File: src/rtl/sar_adc_mux_control_pkg.sv
// Purpose: Shared constants and types for the approximation converter control block
// Assumes: APB registers, one aligned 32-bit word each
// Notes: Register offsets are byte addresses
package sar_adc_mux_control_pkg;

	// Register offsets
	localparam logic [7:0] OFS_STATUS = 8'h00;
	localparam logic [7:0] OFS_RESULT = 8'h04;
	localparam logic [7:0] OFS_IRQ_STATUS = 8'h08;
	localparam logic [7:0] OFS_IRQ_MASK = 8'h0C;

	// Status register field positions
	localparam int STS_DONE_BIT = 0;
	localparam int STS_BUSY_BIT = 1;
	localparam int STS_CHAN_LSB = 4;
	localparam int STS_RESULT_LSB = 8;

	// Interrupt event bit positions
	localparam int IRQ_DONE_BIT = 0;
	localparam int IRQ_ABORT_BIT = 1;
	localparam int IRQ_BITS = 2;

	// Reset values
	localparam logic [1:0] IRQ_MASK_RESET = 2'h0;
	localparam logic [7:0] RESULT_RESET = 8'h00;
	localparam logic [3:0] CHAN_RESET = 4'h0;

	// Timing counts
	localparam int RESULT_BITS = 8;
	localparam int TRIAL_CLKS = 8;
	localparam int SYS_CLK_HZ = 20000000;
	localparam int CONV_CLK_HZ = 625000;
	localparam int CONV_DIV = SYS_CLK_HZ / CONV_CLK_HZ - 1;

	typedef enum logic [4:0]
	{
		ST_IDLE = 5'h01,
		ST_ARMED = 5'h02,
		ST_CONV = 5'h04,
		ST_LOAD = 5'h08,
		ST_DONE = 5'h10
	} conv_state_t;

endpackage : sar_adc_mux_control_pkg

File: src/rtl/pin_sync.sv
// Purpose: Two-stage synchroniser for a group of pin inputs
// Assumes: Each bit is a slow level; no bit relation is kept across the group
// Notes: The first stage feeds only the second stage
`timescale 1ns/1ps
module pin_sync #(
	parameter int WIDTH = 1
) (
	input wire logic clk_sys,
	input wire logic arst_n,
	input wire logic [WIDTH-1:0] pin_in,
	output logic [WIDTH-1:0] pin_sync_out
);

	logic [WIDTH-1:0] meta_q;
	logic [WIDTH-1:0] stable_q;

	always_ff @(posedge clk_sys or negedge arst_n)
	begin
		if (!arst_n)
		begin
			meta_q <= '0;
			stable_q <= '0;
		end
		else
		begin
			meta_q <= pin_in;
			stable_q <= meta_q;
		end
	end

	assign pin_sync_out = stable_q;

endmodule : pin_sync

File: src/rtl/sar_adc_mux_control.sv
// Purpose: Digital control of an 8-bit approximation converter with 16-input selector
// Assumes: clk_sys 20 MHz; conversion clock is a divided tick of clk_sys
// Notes: Analog ladder and comparator live outside; comp_high reports the trial
// Summary of operation
// - The channel select bits are caught on the rising edge of the address strobe and kept.
// - With mux gate high the four select bits pick one of sixteen inputs in binary order.
// - With mux gate low every channel switch is off whatever the select bits hold.
// - The bit trial register is cleared on the rising edge of the convert trigger.
// - A conversion starts only on the falling edge of the convert trigger.
// - A new trigger pulse during a conversion abandons it and restarts from the new pulse.
// - The done output may be looped back to the trigger for continuous conversion.
// - Done goes low within 0 to 8 conversion clocks after the trigger rises.
// - Each conversion runs 8 bit trials from the top bit down to form the result.
// - The data latch is loaded one conversion clock before done rises.
// - The result is straight binary with a high output meaning a one.
// - Data outputs drive while output enable is high and float while it is low.
`timescale 1ns/1ps
module sar_adc_mux_control #(
	parameter int CONV_DIV = sar_adc_mux_control_pkg::CONV_DIV
) (
	input wire logic clk_sys,
	input wire logic arst_n,
	input wire logic psel,
	input wire logic penable,
	input wire logic pwrite,
	input wire logic [7:0] paddr,
	input wire logic [31:0] pwdata,
	output logic [31:0] prdata,
	output logic pready,
	output logic pslverr,
	output logic irq,
	input wire logic convert_trigger,
	input wire logic addr_strobe,
	input wire logic [3:0] chan_sel,
	input wire logic mux_gate,
	input wire logic out_enable,
	input wire logic comp_high,
	output logic conversion_done,
	output logic [15:0] channel_on,
	output logic [7:0] ladder_tap,
	output logic [7:0] data_out,
	output logic data_oe_n
);

	// Elaboration check: the tick divider is eight bits wide
	if (CONV_DIV < 1 || CONV_DIV > 200)
	begin : g_bad_div
		$error("CONV_DIV out of range");
	end

	localparam int SYNC_W = 9;

	logic [SYNC_W-1:0] pins_s;
	logic trig_s;
	logic strobe_s;
	logic [3:0] sel_s;
	logic gate_s;
	logic oe_s;
	logic comp_s;
	logic trig_prev_q;
	logic strobe_prev_q;
	logic trig_rise;
	logic trig_fall;
	logic strobe_rise;
	logic [7:0] div_q;
	logic tick;
	logic [2:0] trial_cnt_q;
	logic [2:0] bit_idx_q;
	logic trial_end;
	sar_adc_mux_control_pkg::conv_state_t state_q;
	logic [7:0] bit_trial_register_q;
	logic [7:0] data_q;
	logic data_oe_n_q;
	logic done_q;
	logic [3:0] addr_q;
	logic [15:0] channel_on_q;
	logic load_stb;
	logic done_evt;
	logic abort_evt;
	logic [1:0] irq_status_q;
	logic [1:0] irq_mask_q;
	logic irq_q;
	logic [31:0] prdata_q;
	logic pready_q;
	logic pslverr_q;
	logic [31:0] rd_d;
	logic hit_d;
	logic apb_setup;
	logic apb_access;
	logic irq_clr_q;
	logic [1:0] irq_clr_bits_q;

	pin_sync #(
		.WIDTH(SYNC_W)
	) u_pin_sync (
		.clk_sys(clk_sys),
		.arst_n(arst_n),
		.pin_in({comp_high, out_enable, mux_gate, chan_sel, addr_strobe, convert_trigger}),
		.pin_sync_out(pins_s)
	);

	assign trig_s = pins_s[0];
	assign strobe_s = pins_s[1];
	assign sel_s = pins_s[5:2];
	assign gate_s = pins_s[6];
	assign oe_s = pins_s[7];
	assign comp_s = pins_s[8];

	// Edge detection on the synchronised levels
	always_ff @(posedge clk_sys or negedge arst_n)
	begin
		if (!arst_n)
		begin
			trig_prev_q <= 1'b0;
			strobe_prev_q <= 1'b0;
		end
		else
		begin
			trig_prev_q <= trig_s;
			strobe_prev_q <= strobe_s;
		end
	end

	assign trig_rise = trig_s && !trig_prev_q;
	assign trig_fall = !trig_s && trig_prev_q;
	assign strobe_rise = strobe_s && !strobe_prev_q;

	// Free-running conversion clock tick
	always_ff @(posedge clk_sys or negedge arst_n)
	begin
		if (!arst_n)
			div_q <= 8'h00;
		else if (div_q == 8'(CONV_DIV))
			div_q <= 8'h00;
		else
			div_q <= div_q + 8'h01;
	end

	assign tick = (div_q == 8'(CONV_DIV));
	assign trial_end = tick && (trial_cnt_q == 3'(sar_adc_mux_control_pkg::TRIAL_CLKS - 1));
	assign load_stb = (state_q == sar_adc_mux_control_pkg::ST_CONV) && trial_end
		&& (bit_idx_q == 3'h0);
	assign done_evt = (state_q == sar_adc_mux_control_pkg::ST_LOAD) && tick && !trig_rise;
	assign abort_evt = trig_rise && ((state_q == sar_adc_mux_control_pkg::ST_CONV)
		|| (state_q == sar_adc_mux_control_pkg::ST_LOAD));

	// Conversion sequencer
	always_ff @(posedge clk_sys or negedge arst_n)
	begin
		if (!arst_n)
		begin
			state_q <= sar_adc_mux_control_pkg::ST_IDLE;
			bit_trial_register_q <= 8'h00;
			trial_cnt_q <= 3'h0;
			bit_idx_q <= 3'h7;
		end
		else if (trig_rise)
		begin
			state_q <= sar_adc_mux_control_pkg::ST_ARMED;
			bit_trial_register_q <= 8'h00;
			trial_cnt_q <= 3'h0;
			bit_idx_q <= 3'h7;
		end
		else
		begin
			case (state_q)
				sar_adc_mux_control_pkg::ST_ARMED:
				begin
					if (trig_fall)
					begin
						state_q <= sar_adc_mux_control_pkg::ST_CONV;
						bit_trial_register_q <= 8'h80;
						trial_cnt_q <= 3'h0;
						bit_idx_q <= 3'h7;
					end
				end
				sar_adc_mux_control_pkg::ST_CONV:
				begin
					if (tick)
						trial_cnt_q <= trial_cnt_q + 3'h1;
					if (trial_end)
					begin
						// Keep the trial bit when the input is at or above the tap
						bit_trial_register_q[bit_idx_q] <= comp_s;
						if (bit_idx_q == 3'h0)
							state_q <= sar_adc_mux_control_pkg::ST_LOAD;
						else
						begin
							bit_trial_register_q[bit_idx_q - 3'h1] <= 1'b1;
							bit_idx_q <= bit_idx_q - 3'h1;
						end
					end
				end
				sar_adc_mux_control_pkg::ST_LOAD:
				begin
					if (tick)
						state_q <= sar_adc_mux_control_pkg::ST_DONE;
				end
				default:
				begin
					state_q <= state_q;
				end
			endcase
		end
	end

	// Result latch; last bit decision is folded in while loading
	always_ff @(posedge clk_sys or negedge arst_n)
	begin
		if (!arst_n)
			data_q <= sar_adc_mux_control_pkg::RESULT_RESET;
		else if (load_stb && !trig_rise)
			data_q <= {bit_trial_register_q[7:1], comp_s};
	end

	always_ff @(posedge clk_sys or negedge arst_n)
	begin
		if (!arst_n)
			done_q <= 1'b0;
		else if (trig_rise)
			done_q <= 1'b0;
		else if (done_evt)
			done_q <= 1'b1;
	end

	always_ff @(posedge clk_sys or negedge arst_n)
	begin
		if (!arst_n)
			data_oe_n_q <= 1'b1;
		else
			data_oe_n_q <= !oe_s;
	end

	// Channel address latch and switch decode
	always_ff @(posedge clk_sys or negedge arst_n)
	begin
		if (!arst_n)
			addr_q <= sar_adc_mux_control_pkg::CHAN_RESET;
		else if (strobe_rise)
			addr_q <= sel_s;
	end

	always_ff @(posedge clk_sys or negedge arst_n)
	begin
		if (!arst_n)
			channel_on_q <= 16'h0000;
		else if (gate_s)
			channel_on_q <= 16'h0001 << addr_q;
		else
			channel_on_q <= 16'h0000;
	end

	// APB slave: answer registered, no wait states per transfer
	assign apb_setup = psel && !penable;
	assign apb_access = psel && penable && pready_q;

	always_comb
	begin
		rd_d = 32'h0000_0000;
		hit_d = 1'b1;
		if (paddr == sar_adc_mux_control_pkg::OFS_STATUS)
		begin
			rd_d[sar_adc_mux_control_pkg::STS_DONE_BIT] = done_q;
			rd_d[sar_adc_mux_control_pkg::STS_BUSY_BIT] = !(state_q == sar_adc_mux_control_pkg::ST_IDLE
				|| state_q == sar_adc_mux_control_pkg::ST_DONE);
			rd_d[sar_adc_mux_control_pkg::STS_CHAN_LSB +: 4] = addr_q;
			rd_d[sar_adc_mux_control_pkg::STS_RESULT_LSB +: 8] = data_q;
		end
		else if (paddr == sar_adc_mux_control_pkg::OFS_RESULT)
			rd_d[7:0] = data_q;
		else if (paddr == sar_adc_mux_control_pkg::OFS_IRQ_STATUS)
			rd_d[1:0] = irq_status_q;
		else if (paddr == sar_adc_mux_control_pkg::OFS_IRQ_MASK)
			rd_d[1:0] = irq_mask_q;
		else
			hit_d = 1'b0;
	end

	always_ff @(posedge clk_sys or negedge arst_n)
	begin
		if (!arst_n)
		begin
			pready_q <= 1'b0;
			prdata_q <= 32'h0000_0000;
			pslverr_q <= 1'b0;
			irq_clr_q <= 1'b0;
			irq_clr_bits_q <= 2'h0;
		end
		else
		begin
			pready_q <= apb_setup;
			if (apb_setup)
			begin
				prdata_q <= pwrite ? 32'h0000_0000 : rd_d;
				pslverr_q <= !hit_d;
				irq_clr_q <= !pwrite && (paddr == sar_adc_mux_control_pkg::OFS_IRQ_STATUS);
				irq_clr_bits_q <= irq_status_q;
			end
			else if (apb_access)
			begin
				pslverr_q <= 1'b0;
				irq_clr_q <= 1'b0;
			end
		end
	end

	always_ff @(posedge clk_sys or negedge arst_n)
	begin
		if (!arst_n)
			irq_mask_q <= sar_adc_mux_control_pkg::IRQ_MASK_RESET;
		else if (apb_access && pwrite && paddr == sar_adc_mux_control_pkg::OFS_IRQ_MASK)
			irq_mask_q <= pwdata[1:0];
	end

	// Read clears only the bits that were returned; a new event wins
	always_ff @(posedge clk_sys or negedge arst_n)
	begin
		if (!arst_n)
			irq_status_q <= 2'h0;
		else
			irq_status_q <= (irq_status_q & ~((apb_access && irq_clr_q) ? irq_clr_bits_q : 2'h0))
				| {abort_evt, done_evt};
	end

	always_ff @(posedge clk_sys or negedge arst_n)
	begin
		if (!arst_n)
			irq_q <= 1'b0;
		else
			irq_q <= |(irq_status_q & irq_mask_q);
	end

	assign prdata = prdata_q;
	assign pready = pready_q;
	assign pslverr = pslverr_q;
	assign irq = irq_q;
	assign conversion_done = done_q;
	assign channel_on = channel_on_q;
	assign ladder_tap = bit_trial_register_q;
	assign data_out = data_q;
	assign data_oe_n = data_oe_n_q;

	// Helper: cycles since the result latch was loaded
	logic [7:0] since_load_q;
	always_ff @(posedge clk_sys or negedge arst_n)
	begin
		if (!arst_n)
			since_load_q <= 8'hFF;
		else if (load_stb && !trig_rise)
			since_load_q <= 8'h00;
		else if (since_load_q != 8'hFF)
			since_load_q <= since_load_q + 8'h01;
	end

	// Helper: cycles since the last bit decision, counted only while converting
	localparam logic [11:0] TRIAL_LEN_M1 = 12'(sar_adc_mux_control_pkg::TRIAL_CLKS
		* (CONV_DIV + 1) - 1);
	logic [11:0] trial_clks_q;
	always_ff @(posedge clk_sys or negedge arst_n)
	begin
		if (!arst_n)
			trial_clks_q <= 12'h000;
		else if (state_q != sar_adc_mux_control_pkg::ST_CONV || trial_end)
			trial_clks_q <= 12'h000;
		else
			trial_clks_q <= trial_clks_q + 12'h001;
	end
endmodule : sar_adc_mux_control

File: config.mk
export PLATFORM = sky130hd
export DESIGN_NAME = sar_adc_mux_control
export DESIGN_NICKNAME = d
export VERILOG_FILES = /design/src/rtl/sar_adc_mux_control_pkg.sv /design/src/rtl/pin_sync.sv /design/src/rtl/sar_adc_mux_control.sv
export SDC_FILE = /design/constraint.sdc
export NUM_CORES = 1
export LEC_CHECK = 0
export BUFFER_PORTS_ARGS = -buffer_cell sky130_fd_sc_hd__buf_2
export CAP_MARGIN = 20
export CORE_MARGIN = 2
export CORE_UTILIZATION = 47
export CTS_BUF_LIST = sky130_fd_sc_hd__clkbuf_4 sky130_fd_sc_hd__clkbuf_8
export CTS_CLUSTER_SIZE = 16
export DETAILED_ROUTE_END_ITERATION = 16
export PLACE_DENSITY = 0.73
export SYNTH_ARGS = -nofsm -noshare
export SYNTH_HDL_FRONTEND = slang
export SYNTH_SLANG_ARGS = --single-unit
File: constraint.sdc
create_clock -name clk_sys -period 2.7 [get_ports clk_sys]
set_input_delay 0.405 -clock clk_sys [delete_from_list [all_inputs] [get_ports clk_sys]]
set_output_delay 0.405 -clock clk_sys [all_outputs]
set_load 0.1 [all_outputs]
==> summary.md <==
| Metric | Value |
|---|---|
| Placed instance count | 567 |
| Leak | 2.60 nW |
| Clk_skew | 0.0156 ns |
| Worst hold slack | 0.132 ns |
| Fmax | 413 MHz |
| Setup TNS Final | 0 ns |
| Area grow syn2layout | 14.1% |
| Design Area, Final | 0.00516 mm2 |
| Starting DRT DRC Count | 143 |
| Max-slew violation count | 0 |
| Post-synth EDFFs | 0 |
| Core area | 0.00928 mm2 |
| Worst-Margin Slew | 0.510 ns |
| Antenna Violating Nets Remaining | 0 |
| Fin cells | 584 |
| TritonCTS clock tree | yes |
| Post-DP HPWL | 6.06 mm |
| RSZ-0062 raised after global routing | no |
| Post-Synthesis Cells | 378 |
| Via count | 3040 |
| Kind of critical path | reg2reg |
| Die Area | 0.0104 mm2 |
| Post-CTS setup buffer count | 0 |
| Fillers | 815 |
| Total CTS buffers | 9 |
| Post-layout min period | 2.42 ns |
| Vias per cell | 5.21 |
| Worst min path class | in2reg |
| Max Root-Sink Buffers | 2 |
| Post-synthesis cell type count | 70 |
| Most frequent cells in the layout | 98 x dfrtp_1, 75 x buf_2, 30 x nand2_1 |
| Clock Pin Slew Worst Setup and Hold Paths | 0.11 ns |
| H-Tree Depth | 3 |
| Detailed Route WL | 8.56 mm |
| Buffers on Ports | 76 |
| Worst EP required | 3.02 ns |
| Largest net degree at the start of global routing | 68 |
| Worst-path fanout max | 11 |
| Worst EP arrival | 2.74 ns |
| Max Cap Viol | 0 |
| Slew HR | 0.660 |
| Flops & latches, synth | 103 |
| Status | completed |
| Final Hold Viols | 0 |
| Ys async rst share | 1.00 |
| Ordered cell list for the critical path | clkinv_1 > ha_1 > nor3b_1 > o21ai_0 > a221oi_1 > a21o_2 |
| CP endpoint kind | flip-flop |
| Ys flop type | dfrtp_1 |
| Sequential share of the synthesized area | 0.571 |
| Die Wd | 102 um |
| Drt first pass iters | 4 |
| Row count | 35 |
| Synthesized area per cell | 12.0 um2 |
| Residual DRC | 0 |
| Initial antenna violation count | 0 |
| Clock Latency Late Sink | 0.38 ns |
| CP peak stage delay | 0.65 ns |
| Most common cell after layout, fill and taps aside | dfrtp_1 |
| Critical-path top delay cell | dfstp_2 |
| Total GRT Usage | 0.177 |
| PwrDens | 707 mW/mm2 |
| CTS sink count | 103 |
| Synth warn | 0 |
| Setup slack, reg-to-reg | 0.28 ns |
| DP Area | 0.00494 mm2 |
| Vias in the first global route | 2898 |
| Ant diodes | 0 |
| CTS Root Cell | clkbuf_8 |
| Nets@finish | 510 |
| WL/cell | 14.7 um |
| Overall Power | 0.00365 W |
| Layout cells sized above 1 | 0.297 |
| GPL Wtd Cong | 0.822 |
| Top-level port count | 123 |
| Final Cycle Share | 0.898 |
| VDD IR-drop max | 351 uV |
| Startpoint types | flip-flop |
| DIE HEIGHT | 102 um |
| Initial core utilization | 0.488 |
| Final setup fails | 0 |
| Post-Synthesis Cell Area | 0.00453 mm2 |
| GRT overflow | 0 |
| First-pass GRT wire length | 14.5 mm |
metal layers:
| layer | routed length (um) | GRT usage | vias up | share of wire |
|---|---|---|---|---|
| li1 | - | - | 1469 | - |
| met1 | 4140 | 0.250 | 1479 | 0.48 |
| met2 | 3920 | 0.275 | 81 | 0.46 |
| met3 | 373 | 0.0308 | 11 | 0.044 |
| met4 | 129 | 0.0646 | 0 | 0.015 |
| met5 | 0 | 0 | - | 0 |
per-stage QoR:
step | utilization | setup WS, ns
floorplan | - | 0.653
global placement | 0.533 | 0.455
detailed placement | 0.533 | 0.352
CTS | 0.556 | 0.332
global route | 0.556 | 0.124
finish | 0.556 | 0.276
cell type report:
class | count | area [um2] | area share
clock buffer | 9 | 124 | 0.0240
clock inverter | 7 | 86.3 | 0.0167
inverter | 10 | 37.5 | 0.00727
multi-input combinational | 247 | 1750 | 0.339
sequential | 103 | 2580 | 0.500
tap | 129 | 161 | 0.0313
timing repair buffer | 79 | 420 | 0.0814
synthesized netlist by cell type (all sizes together), types with 3 or more instances:
master,number,area share
inv,9,0.0075
dfrtp,98,0.54
a31oi,3,0.0055
a221o,3,0.0069
buf,24,0.039
and3,5,0.0072
a32o,4,0.0088
nor3b,6,0.012
nand3,10,0.011
nor4,3,0.0088
a21o,7,0.012
clkbuf,9,0.0077
or3,4,0.0055
xnor2,5,0.0097
nor2,23,0.021
a221oi,3,0.0058
nand3b,4,0.0066
nand2b,7,0.0097
mux2i,9,0.020
mux2,17,0.044
o21ai,15,0.017
dfstp,5,0.029
nand2,31,0.026
xor2,4,0.0077
a21oi,4,0.0044
ha,6,0.017
nor2b,6,0.0083
a22o,11,0.021
nor3,10,0.014
worst max-delay path, delay by kind of cell, from the launching register on:
| family | cells | cell delay [ns] |
|---|---|---|
| simple gates | 1 | 0.46 |
| compound gates | 3 | 0.69 |
| fa+ha+maj | 1 | 0.31 |
| buf+inv | 1 | 0.27 |
| flops | 1 | 0.65 |
timing repair:
item                       CTS  global route
setup endpoints to repair    0             0
hold endpoints to repair    35             0
hold buffers                 1             0
resized for setup            0             0
sequential cells by signal (all words and copies together), names as in the netlist, 2 cells and up:
signal	count
irq_status_q	2
channel_on	16
addr_q	4
state_q	5
ladder_tap	8
irq_mask_q	2
prdata	16
data_out	8
bit_idx_q	3
irq_clr_bits_q	2
div_q	8
u_pin_sync.pin_sync_out	9
trial_cnt_q	3
u_pin_sync.meta_q	9
worst paths after layout:
| check | start | endpoint | depth (start not counted) |
|---|---|---|---|
| setup / recovery | bit_idx_q[0]$_DFFE_PN1P_ | ladder_tap[4]$_DFFE_PN0P_ | 6 |
| hold / removal | convert_trigger | u_pin_sync.meta_q[0]$_DFF_PN0_ | 1 |
| setup reg to reg | bit_idx_q[0]$_DFFE_PN1P_ | ladder_tap[4]$_DFFE_PN0P_ | 6 |
| hold reg to reg | u_pin_sync.meta_q[6]$_DFF_PN0_ | u_pin_sync.pin_sync_out[6]$_DFF_PN0_ | 0 |
| max in group asynchronous | arst_n | state_q[0]$_DFFE_PN1P_ | 3 |
| min in group asynchronous | arst_n | addr_q[2]$_DFFE_PN0P_ | 2 |
cells by family (layout without fill, tap and decap cells):
logic type | after synthesis | after routing | synth area share
DFF | 103 | 103 | 0.571
buffers and inverters | 43 | 105 | 0.0547
muxes | 27 | 27 | 0.0688
xor gates and xnor gates | 9 | 9 | 0.0174
other | 1 | 16 | 0.000828
AOI/OAI and AO/OA | 69 | 69 | 0.120
adders and majority gates | 6 | 6 | 0.0166
and+or+nand+nor | 120 | 120 | 0.151
power breakdown:
| group | switching [W] | total [W] | internal, W |
|---|---|---|---|
| registers | 0.000103 | 0.00173 | 0.00162 |
| clock network | 0.000598 | 0.000971 | 0.000373 |
| logic | 0.000656 | 0.000951 | 0.000295 |
| total | 0.00136 | 0.00365 | 0.00229 |
No activity file was read; power rests on OpenSTA's default activity.
